**src/logic/esi_pkg.sv**
```systemverilog
// package: register map, field positions and carrier types for error status and host interrupts
package esi_pkg;
	localparam int unsigned ADDR_W = 8;
	localparam int unsigned DATA_W = 16;

	localparam logic [7:0] OFF_ERR2  = 8'h00;
	localparam logic [7:0] OFF_OPST  = 8'h04;
	localparam logic [7:0] OFF_ERR01 = 8'h08;
	localparam logic [7:0] OFF_WAKE  = 8'h0c;
	localparam logic [7:0] OFF_MODIF = 8'h10;
	localparam logic [7:0] OFF_ISTAT = 8'h14;
	localparam logic [7:0] OFF_IMASK = 8'h18;
	localparam logic [7:0] OFF_LEVEL = 8'h1c;

	localparam int unsigned B2_RETRY  = 1;
	localparam int unsigned B2_PARITY = 2;
	localparam int unsigned B2_DATA   = 3;
	localparam int unsigned B2_ID     = 4;
	localparam int unsigned B2_FAULT  = 5;
	localparam int unsigned B2_CYL    = 6;
	localparam int unsigned B2_SEEK   = 7;

	localparam int unsigned OPST_HARD = 6;
	localparam int unsigned OPST_ERR  = 7;
	localparam int unsigned MOD_NOINT = 0;

	localparam int unsigned IEV_OP   = 0;
	localparam int unsigned IEV_SEEK = 1;
	localparam int unsigned IEV_MED  = 2;
	localparam int unsigned IEV_W    = 3;

	localparam logic [7:0]  WAKE_CLEAR  = 8'h00;
	localparam logic [7:0]  ERR2_RST    = 8'h00;
	localparam logic [15:0] ERR01_RST   = 16'h0000;
	localparam logic [15:0] MODIF_RST   = 16'h0000;
	localparam logic [2:0]  IRQ_RST     = 3'h0;
	localparam int unsigned SYNC_STAGES = 3;

	typedef struct packed {
		logic retry_ok;
		logic parity;
		logic data_ecc;
		logic tape_hard;
		logic id_ecc;
		logic cyl_miss;
		logic overrun;
		logic seek_err;
		logic hard;
	} esi_err_ev_t;

	typedef struct packed {
		logic       wr;
		logic       rd;
		logic [7:0] addr;
		logic [15:0] wdata;
	} esi_reg_req_t;

	typedef enum logic {
		ST_IDLE,
		ST_BUSY
	} esi_op_st_t;
endpackage : esi_pkg

```
**src/logic/esi_sync3.sv**
```systemverilog
// three-stage synchroniser for pin inputs, change accepted when last two stages agree
`timescale 1ns/100ps
module esi_sync3 #(
	parameter int unsigned W = 1
) (
	input  wire logic         i_clk,     // system clock
	input  wire logic         i_sys_rst, // async reset, active high
	input  wire logic [W-1:0] i_pin,     // asynchronous pin levels
	output logic      [W-1:0] o_level    // filtered level
);
	import esi_pkg::*;

	genvar g;
	generate
		for (g = 0; g < W; g++) begin : g_bit
			logic [SYNC_STAGES-1:0] st_q;
			logic                   out_q;
			always_ff @(posedge i_clk or posedge i_sys_rst) begin
				if (i_sys_rst) begin
					st_q <= '0;
				end else begin
					st_q <= {st_q[SYNC_STAGES-2:0], i_pin[g]};
				end
			end
			// first stage is read only by the second
			always_ff @(posedge i_clk or posedge i_sys_rst) begin
				if (i_sys_rst) begin
					out_q <= 1'b0;
				end else if (st_q[1] == st_q[2]) begin
					out_q <= st_q[2];
				end
			end
			assign o_level[g] = out_q;
		end
	endgenerate
endmodule : esi_sync3

```
**src/logic/esi_err2_fmt.sv**
```systemverilog
// next value of the third error-status byte from the accumulated byte and this cycle's events
`timescale 1ns/100ps
module esi_err2_fmt #(
	parameter bit TAPE_PARITY = 1'b1
) (
	input  wire logic               i_cur,   // operation in progress
	input  wire logic [7:0]         i_byte,  // current byte
	input  wire esi_pkg::esi_err_ev_t i_ev,  // event strobes of this cycle
	input  wire logic               i_tape,  // operation targets tape
	input  wire logic               i_fault, // selected unit hardware fault
	output logic      [7:0]         o_byte   // next byte
);
	import esi_pkg::*;

	logic [7:0] set_v;

	always_comb begin
		set_v            = 8'h00;
		set_v[B2_RETRY]  = i_tape & i_ev.retry_ok & i_cur;
		set_v[B2_PARITY] = i_tape & i_ev.parity & TAPE_PARITY & i_cur;
		set_v[B2_DATA]   = (i_tape ? i_ev.tape_hard : i_ev.data_ecc) & i_cur;
		set_v[B2_ID]     = ~i_tape & i_ev.id_ecc & i_cur;
		set_v[B2_FAULT]  = i_fault & i_cur;
		set_v[B2_CYL]    = (i_tape ? i_ev.overrun : i_ev.cyl_miss) & i_cur;
		set_v[B2_SEEK]   = ~i_tape & i_ev.seek_err & i_cur;
		// bit 0 carries no meaning and never sets
		o_byte           = (i_byte | set_v) & 8'hfe;
	end
endmodule : esi_err2_fmt

```
**src/logic/esi_core.sv**
```systemverilog
// error status byte two, operation status summary and host interrupt request logic
// Functional notes
// - status byte two bit 0 always zero
// - tape retried-success sets bit 1, disk zero
// - tape parity sets bit 2 when module supports
// - disk data ECC sets bit 3, severity bit
// - tape hard data error sets bit 3
// - disk ID ECC sets bit 4, tape zero
// - unit hardware fault sets bit 5
// - disk wrong cylinder sets bit 6, recover
// - tape over/under-run sets bit 6, informational
// - disk seek error bit 7, recalibrate unless inhibited
// - drive one of eight request lines
// - modifier bit 0 suppresses operation-complete interrupt
// - seek and medium interrupts never masked on request lines, mask register gates o_irq
// - request-line interrupt cleared by reset or zero to wake-up
// - line chosen by strapped level zero to seven
// - operation status bit 7 summarises error bytes
// - operation status bit 6 reports hard severity
`timescale 1ns/100ps
module esi_core #(
	parameter bit TAPE_PARITY = 1'b1
) (
	input  wire logic                 i_clk,          // system clock, 200 MHz
	input  wire logic                 i_sys_rst,      // async reset, active high
	input  wire esi_pkg::esi_reg_req_t i_reg,         // register port request
	output logic      [15:0]          o_reg_rdata,    // read data, cycle after read
	input  wire logic                 i_op_start,     // operation begins, pulse
	input  wire logic                 i_op_done,      // operation complete, pulse
	input  wire logic                 i_op_tape,      // operation is a tape function
	input  wire logic [15:0]          i_err01,        // error bytes 0 and 1 at completion
	input  wire esi_pkg::esi_err_ev_t i_err_ev,       // error strobes while busy
	input  wire logic                 i_retry_inhibit, // retries disabled for this operation
	input  wire logic                 i_seek_done,    // seek complete event, pulse
	input  wire logic                 i_medium_chg,   // medium change event, pulse
	input  wire logic                 i_unit_fault,   // fault pin of selected unit
	input  wire logic [2:0]           i_level_strap,  // strapped interrupt level pins
	output logic                      o_recal_req,    // recalibrate then re-seek, pulse
	output logic      [7:0]           o_int_req,      // bus interrupt request lines, high = assert
	output logic                      o_irq           // local level interrupt
);
	import esi_pkg::*;

	esi_op_st_t     st_q;
	logic [7:0]     err2_q;
	logic [7:0]     err2_d;
	logic [15:0]    err01_q;
	logic           tape_q;
	logic           hard_q;
	logic [15:0]    modif_q;
	logic [IEV_W-1:0] istat_q;
	logic [IEV_W-1:0] imask_q;
	logic           int_q;
	logic           recal_q;
	logic [15:0]    rdata_q;
	logic           fault_s;
	logic [2:0]     level_s;
	logic [7:0]     opst;
	logic           busy;
	logic           op_irq;
	logic           clr_cmd;
	logic [IEV_W-1:0] iev;
	logic [IEV_W-1:0] w1c;

	esi_sync3 #(.W(4)) u_sync (
		.i_clk     (i_clk),
		.i_sys_rst (i_sys_rst),
		.i_pin     ({i_unit_fault, i_level_strap}),
		.o_level   ({fault_s, level_s})
	);

	esi_err2_fmt #(.TAPE_PARITY(TAPE_PARITY)) u_fmt (
		.i_cur   (busy),
		.i_byte  (err2_q),
		.i_ev    (i_err_ev),
		.i_tape  (tape_q),
		.i_fault (fault_s),
		.o_byte  (err2_d)
	);

	assign busy = (st_q == ST_BUSY);

	always_ff @(posedge i_clk or posedge i_sys_rst) begin
		if (i_sys_rst) begin
			st_q <= ST_IDLE;
		end else begin
			case (st_q)
				ST_IDLE: if (i_op_start) st_q <= ST_BUSY;
				ST_BUSY: if (i_op_done) st_q <= ST_IDLE;
				default: st_q <= ST_IDLE;
			endcase
		end
	end

	// byte two accumulates only during the operation, so it reflects the last one
	always_ff @(posedge i_clk or posedge i_sys_rst) begin
		if (i_sys_rst) begin
			err2_q <= ERR2_RST;
			tape_q <= 1'b0;
			hard_q <= 1'b0;
		end else if (i_op_start && !busy) begin
			err2_q <= ERR2_RST;
			tape_q <= i_op_tape;
			hard_q <= 1'b0;
		end else if (busy) begin
			err2_q <= err2_d;
			hard_q <= hard_q | i_err_ev.hard;
		end
	end

	always_ff @(posedge i_clk or posedge i_sys_rst) begin
		if (i_sys_rst) begin
			err01_q <= ERR01_RST;
		end else if (busy && i_op_done) begin
			err01_q <= i_err01;
		end
	end

	// wrong track or cylinder: ask for track-zero seek and re-seek
	always_ff @(posedge i_clk or posedge i_sys_rst) begin
		if (i_sys_rst) begin
			recal_q <= 1'b0;
		end else begin
			recal_q <= busy & ~tape_q & ~i_retry_inhibit & (i_err_ev.seek_err | i_err_ev.cyl_miss);
		end
	end
	assign o_recal_req = recal_q;

	always_comb begin
		opst            = 8'h00;
		opst[OPST_ERR]  = |{err01_q, err2_q};
		// severity also qualifies the ECC bits of byte two
		opst[OPST_HARD] = hard_q & (|err01_q | err2_q[B2_DATA] | err2_q[B2_ID]);
	end

	assign clr_cmd = i_reg.wr && (i_reg.addr == OFF_WAKE) && (i_reg.wdata[7:0] == WAKE_CLEAR);
	assign op_irq  = busy & i_op_done & ~modif_q[MOD_NOINT];

	// set wins over the clear command in the same cycle
	always_ff @(posedge i_clk or posedge i_sys_rst) begin
		if (i_sys_rst) begin
			int_q <= 1'b0;
		end else if (op_irq || i_seek_done || i_medium_chg) begin
			int_q <= 1'b1;
		end else if (clr_cmd) begin
			int_q <= 1'b0;
		end
	end

	genvar g;
	generate
		for (g = 0; g < 8; g++) begin : g_line
			assign o_int_req[g] = int_q & (level_s == 3'(g));
		end
	endgenerate

	assign iev = {i_medium_chg, i_seek_done, op_irq};
	assign w1c = (i_reg.wr && i_reg.addr == OFF_ISTAT) ? i_reg.wdata[IEV_W-1:0] : '0;

	always_ff @(posedge i_clk or posedge i_sys_rst) begin
		if (i_sys_rst) begin
			istat_q <= IRQ_RST;
		end else begin
			istat_q <= (istat_q & ~w1c) | iev;
		end
	end
	assign o_irq = |(istat_q & imask_q);

	always_ff @(posedge i_clk or posedge i_sys_rst) begin
		if (i_sys_rst) begin
			modif_q <= MODIF_RST;
			imask_q <= IRQ_RST;
		end else if (i_reg.wr) begin
			if (i_reg.addr == OFF_MODIF) modif_q <= i_reg.wdata;
			if (i_reg.addr == OFF_IMASK) imask_q <= i_reg.wdata[IEV_W-1:0];
		end
	end

	// unmapped reads return zero
	always_ff @(posedge i_clk or posedge i_sys_rst) begin
		if (i_sys_rst) begin
			rdata_q <= 16'h0000;
		end else if (i_reg.rd) begin
			case (i_reg.addr)
				OFF_ERR2:  rdata_q <= {8'h00, err2_q};
				OFF_OPST:  rdata_q <= {8'h00, opst};
				OFF_ERR01: rdata_q <= err01_q;
				OFF_WAKE:  rdata_q <= {15'h0000, int_q};
				OFF_MODIF: rdata_q <= modif_q;
				OFF_ISTAT: rdata_q <= {13'h0000, istat_q};
				OFF_IMASK: rdata_q <= {13'h0000, imask_q};
				OFF_LEVEL: rdata_q <= {13'h0000, level_s};
				default:   rdata_q <= 16'h0000;
			endcase
		end else begin
			rdata_q <= 16'h0000;
		end
	end
	assign o_reg_rdata = rdata_q;
endmodule : esi_core

```
**config.mk**
```make
export PLATFORM = sky130hd
export DESIGN_NAME = esi_core
export DESIGN_NICKNAME = d
export VERILOG_FILES = /design/src/logic/esi_pkg.sv /design/src/logic/esi_sync3.sv /design/src/logic/esi_err2_fmt.sv /design/src/logic/esi_core.sv
export SDC_FILE = /design/constraint.sdc
export NUM_CORES = 1
export LEC_CHECK = 0
export ABC_AREA = 1
export ABC_CLOCK_PERIOD_IN_PS = 4000
export BUFFER_PORTS_ARGS = -buffer_cell sky130_fd_sc_hd__buf_2
export CAP_MARGIN = 40
export CORE_MARGIN = 4
export CORE_UTILIZATION = 59
export CTS_BUF_LIST = sky130_fd_sc_hd__clkbuf_2
export DETAILED_ROUTE_END_ITERATION = 8
export PLACE_DENSITY = 0.94
export SYNTH_ARGS = -nofsm -noshare
export SYNTH_HDL_FRONTEND = slang
export SYNTH_SLANG_ARGS = --single-unit
```
**constraint.sdc**
```tcl
create_clock -name i_clk -period 4 [get_ports i_clk]
set_input_delay 0.2 -clock i_clk [delete_from_list [all_inputs] [get_ports i_clk]]
set_output_delay 0.2 -clock i_clk [all_outputs]
set_load 0.05 [all_outputs]
```
; ---- Word level (Yosys, flattened, before mapping)
; Index checks and enable logic that the tools add are counted.
[totals]
output_inout_bits = 26
in_bits = 63
ff_bits = 83
[op_classes]
n_eq_ne = 18
n_bitwise = 38
n_reduce_logical = 18
n_mux = 14
[op_table]
columns = cell, n
row1 = one-hot mux 16 bit (8 select lines), 1
row2 = equality test 8 x 5 -> 1 bit (second input constant), 4
row3 = bitwise AND 1 bit, 25
row4 = OR reduction 24 bit, 1
row5 = equality test 8 x 4 -> 1 bit (second input constant), 2
row6 = logical NOT 8 bit, 2
row7 = two-way mux 16 bit, 1
row8 = two-way mux 8 bit, 2
row9 = OR reduction 16 bit, 1
row10 = equality test 3 bit (second input constant), 4
row11 = equality test 8 x 3 -> 1 bit (second input constant), 1
row12 = two-way mux 1 bit, 8
row13 = OR 8 bit, 1
row14 = bitwise AND 3 bit, 2
row15 = equality test 3 x 2 -> 1 bit (second input constant), 2
row16 = logical AND 1 bit, 5
row17 = equality test 1 bit, 4
row18 = inverter 1 bit, 4
row19 = OR 1 bit, 4
row20 = AND reduction 2 bit, 2
row21 = nonzero test 2 bit, 2
row22 = equality test 3 x 1 -> 1 bit (second input constant), 1
row23 = logical NOT 3 bit, 1
row24 = two-way mux 3 bit, 1
row25 = other kinds (6), 7

; ---- Logic depth before layout (Yosys ltp)
[logic_depth]
word_depth = 6
mapped_depth = 8
mapped_depth_nobuf = 7

; ---- Cells and area by module
; Synthesis repeated with hierarchy kept, for this count alone.
[unflattened]
cells_unflattened = 462
area_unflattened_um2 = 3877.5
[by_module_without_submodules]
columns = module, instances, cells_per_inst, area_each_um2, seq_area_each_um2
row1 = esi_core, 1, 401, 3245.6, 1676.6
row2 = esi_sync3, 1, 37, 499.2, 400.4
row3 = esi_err2_fmt, 1, 24, 132.6, 0.0

; ---- Worst setup path after synthesis
; OpenSTA, ideal clock, no wires.
[synth_path]
kind = register to output
startpoint = reg u_sync.g_bit[2].out_q
endpoint = out o_int_req[0]
slack_ns = 2.616
path_buffers = 0
required_time_ns = 3.800
arrival_time_ns = 1.184
path_stages_with_launch = 4
cell_sequence = dfrtp_1 inv_1 nand2_1 nor2_1
[synth_between]
elab_chain_cells = 2
[synth_rtl]
columns = element, line_no
row1 = from (decl), esi_sync3.sv:17  ; logic out_q;
row2 = from (signal assigned), esi_sync3.sv:30  ; out_q <= st_q[2];
row3 = logical NOT 3 bit, esi_core.sv:153  ; assign o_int_req[g] = int_q & (level_s == 3'(g));
row4 = bitwise AND 1 bit, esi_core.sv:153
row5 = to (decl), esi_core.sv:39  ; output logic [7:0] o_int_req,
; No other way between the ends.

; ---- Final worst setup path
[layout_path]
startpoint = in i_reg[16] (netlist name)
endpoint = reg rdata_q[15] (netlist: o_reg_rdata[15])
[layout_between]
elab_chain_cells = 3
word_cells_on_any_way = 10
classes_between = eq/ne (7) / mux (2) / reduce/logical (1)
[layout_rtl]
columns = element, line_no
row1 = from (decl), esi_core.sv:26  ; input wire esi_pkg::esi_reg_req_t i_reg,
row2 = equality test 8 x 5 -> 1 bit (tied with other cells), esi_core.sv:184  ; case (i_reg.addr)
row3 = one-hot mux 16 bit (8 select lines) (*), esi_core.sv:184
row4 = two-way mux 16 bit (*), esi_core.sv:183  ; end else if (i_reg.rd) begin
row5 = to (signal assigned), esi_core.sv:185  ; OFF_ERR2: rdata_q <= {8'h00, err2_q};
row6 = to (signal assigned), esi_core.sv:186  ; OFF_OPST: rdata_q <= {8'h00, opst};
row7 = to (signal assigned), esi_core.sv:187  ; OFF_ERR01: rdata_q <= err01_q;
row8 = to (decl), esi_core.sv:55  ; logic [15:0] rdata_q;
; Mark *: on every way between the ends. The rest lies on a longest branch, timed or not.
; A chain may end at the register's enable or synchronous reset.

==> out/qor.txt <==
status: completed
post-synthesis compound-gate area fraction: 9.670%
CTS tree: yes
f_max: 555.7 MHz
Synth Warn #: 0
Clock Tree Root: clkbuf_2
Mapped Nets: 484
CP Data Required Time: 4.51 ns
initial DRC count: 516
TNS Setup: 0 ns
Avg WL per Cell: 16.26 um
dominant cell type by area after synthesis: dfrtp_1
vias: 3,584
top_reg_cell synth: dfrtp_1
std cell rows: 28
Critical Path AT: 2.31 ns
adder-cell share of the synthesized area: 1.101%
hpwl dp: 6434 um
Logic pwr share: 18.8%
post-CTS setup buffers: 0
Slew Viols, Final: 0
Remaining DRCs: 0
Syn Inst Count: 421
PortBufs: 88
Power Dens Cells: 380.6 nW/um2
GR peak layer: met2
clock slew at reported path FFs: 0.24 ns
Clock Path Buffers: 2
CTS Sinks: 82
GRT Util Overall: 29.86%
core area: 5956 um2
Hold Violations, Final: 0
Chip Width: 86.50 um
leakage power: 2.525 nW
RSZ-0062 raised after global routing: false
period utilization: 44.99%
Clk pwr share: 26.7%
first-pass GRT wire length: 16,900 um
ANT cells: 0
H-tree levels: 3
Synth cell types: 31
most frequent cells in the layout: buf_2, dfrtp_1, nand2_1
Slew HR: 39.12%
fill count: 368
kind of critical path: primary input to register
initial antenna violation count: 0
Post-DRT Antenna Nets: 0
drt pass-1 iters: 6
asr flop ratio synth: 100.0%
starting density of the core: 61.05%
number of I/O pins: 89
Hold WS: 0.09414 ns
final setup vio count: 0
EDFF count, synth: 0
top post-synthesis cells by area: dfrtp_1, nand2_1, nor2_1
register area share after synthesis: 56.43%
Int Power: 1.265 mW
sw power: 0.5642 mW
met3 GRT Util: 7.319%
worst vdd ir: 281.1 uV
Startpoint Class: primary input
DR vias/cell: 5.539
Syn Std Cell Area: 3636 um2
Synth Area in Simple Gates: 22.85%
Worst Tran Pin Value: 0.9110 ns
area delta synth->final: 32.17%
switching part of the total: 30.85%
grt total ovfl: 0
GRT met1 Usage: 36.26%
die area: 7482 um2
post-CTS resize count: 0
largest family of logic cells by synthesized area: simple AND/OR/NAND/NOR gates
Sequential Power Share: 54.5%
commonest non-fill, non-tap cell in the layout: buf_2
min-delay worst type: primary input to register
Routed WL: 10,520 um
crit end category: register
Avg Inst Size Synth: 8.637 um2
max cap viols: 0
Seq cells post-synth: 82
post-synthesis xor/xnor area fraction: 0%
met2 Usage GRT: 50.14%
final net count: 630
RePlAce Congestion: 0.9022
largest net degree at the start of global routing: 52
CTS buffer count: 9
Clock Skews: 0.03535 ns
Crit Path Max Fanout: 2
layout cell share with drive strength beyond 1: 21.50%
Clock Latency Late Sink: 0.55 ns
DIE HEIGHT: 86.50 um
number of global-route vias before repair: 3,573
multiplexer area fraction after synthesis: 1.239%
post-synth top area share: 56.43%
post-layout min period: 1.800 ns
==> cell usage after synthesis, types with 4 or more instances <==
library cell and number:
inv_1 61, mux2_2 4, a21oi_1 20, nor2_1 68, nand3_1 30, buf_4 4
dfrtp_1 82, o21ai_0 23, nor3_1 5, maj3_1 4, nand2_1 79, o22ai_1 9
==> path summary, 6_finish.rpt <==
path / slack (ns) / startpoint / endpoint / depth (start not counted)
worst max-delay path: 2.20 / i_reg[16] / o_reg_rdata[15] / 7
worst min-delay path: 0.09 / i_op_start / busy / 3
worst max register to register: 2.27 / busy / o_recal_req / 5
worst min register to register: 0.38 / u_sync.g_bit[3].st_q[0] / u_sync.g_bit[3].st_q[1] / 0
max in group asynchronous: 2.78 / i_sys_rst / istat_q[0] / 4
min in group asynchronous: 0.23 / i_sys_rst / err01_q[15] / 3
==> what timing repair did <==
item / in CTS / in global routing
setup endpoints to repair: 0 / 0
hold buffers: 57 / 0
endpoints found under the hold margin: 87 / 0
==> power by group through the flow <==
stage          logic (mW)  clock network, mW  registers (mW)
2_1_floorplan       0.190                  0           0.988
3_3_place_gp        0.264                  0            1.00
3_5_place_dp        0.280                  0            1.01
4_1_cts             0.333              0.488           0.992
5_1_grt             0.378              0.524            1.01
6_report            0.344              0.489           0.997
==> per-stage QoR <==
step	std cells	power [mW]	util (%)	worst slack, ns	cell area, um2
final	647	1.829	80.69	2.200	4806
after global routing	647	1.909	80.69	2.087	4806
after CTS	647	1.812	80.69	2.213	4806
after floorplan	421	1.178	-	1.692	3636
after global placement	574	1.265	68.91	2.382	4104
after detailed placement	574	1.288	68.91	2.315	4104
==> layout make-up <==
class                   count  area, um2  area share (%)
clock buffers              10      50.05           1.041
clock inverters             6      81.33           1.692
inverters                  64      242.7           5.051
multi-input cells         264       1267           26.37
flip-flops and latches     82       2052           42.70
well taps                  75      93.84           1.953
repair buffers            146       1018           21.19
==> state kept, by name, indices dropped and copies added, names as in the netlist <==
register and flops:
err01_q 16, err2_q 7, o_recal_req 1, u_sync.g_bit.out_q 4, int_q 1, o_reg_rdata 16
modif_q 16, tape_q 1, hard_q 1, u_sync.g_bit.st_q 12, imask_q 3, busy 1
istat_q 3
==> cell families (layout without fill, tap and decap cells) <==
kind of cell,count (synthesis),after routing
mux,4,4
compound gates,62,62
flops,82,82
buf+inv,75,226
simple gates,194,194
fa+ha+maj,4,4
==> metal layers <==
metal	routed length (um)	share of wire [%]
met1	3837	36
met2	5341	51
met3	907	8.6
met4	432	4.1
met5	0	0
==> worst max-delay path, stage by stage <==
cell	delay (ns)
dlygate4sd3_1	0.53
buf_2	0.12
nor2_1	0.12
dlygate4sd3_1	0.57
nand4_1	0.08
dlygate4sd3_1	0.58
nor2_1	0.10
No activity file was read; power rests on OpenSTA's default activity.
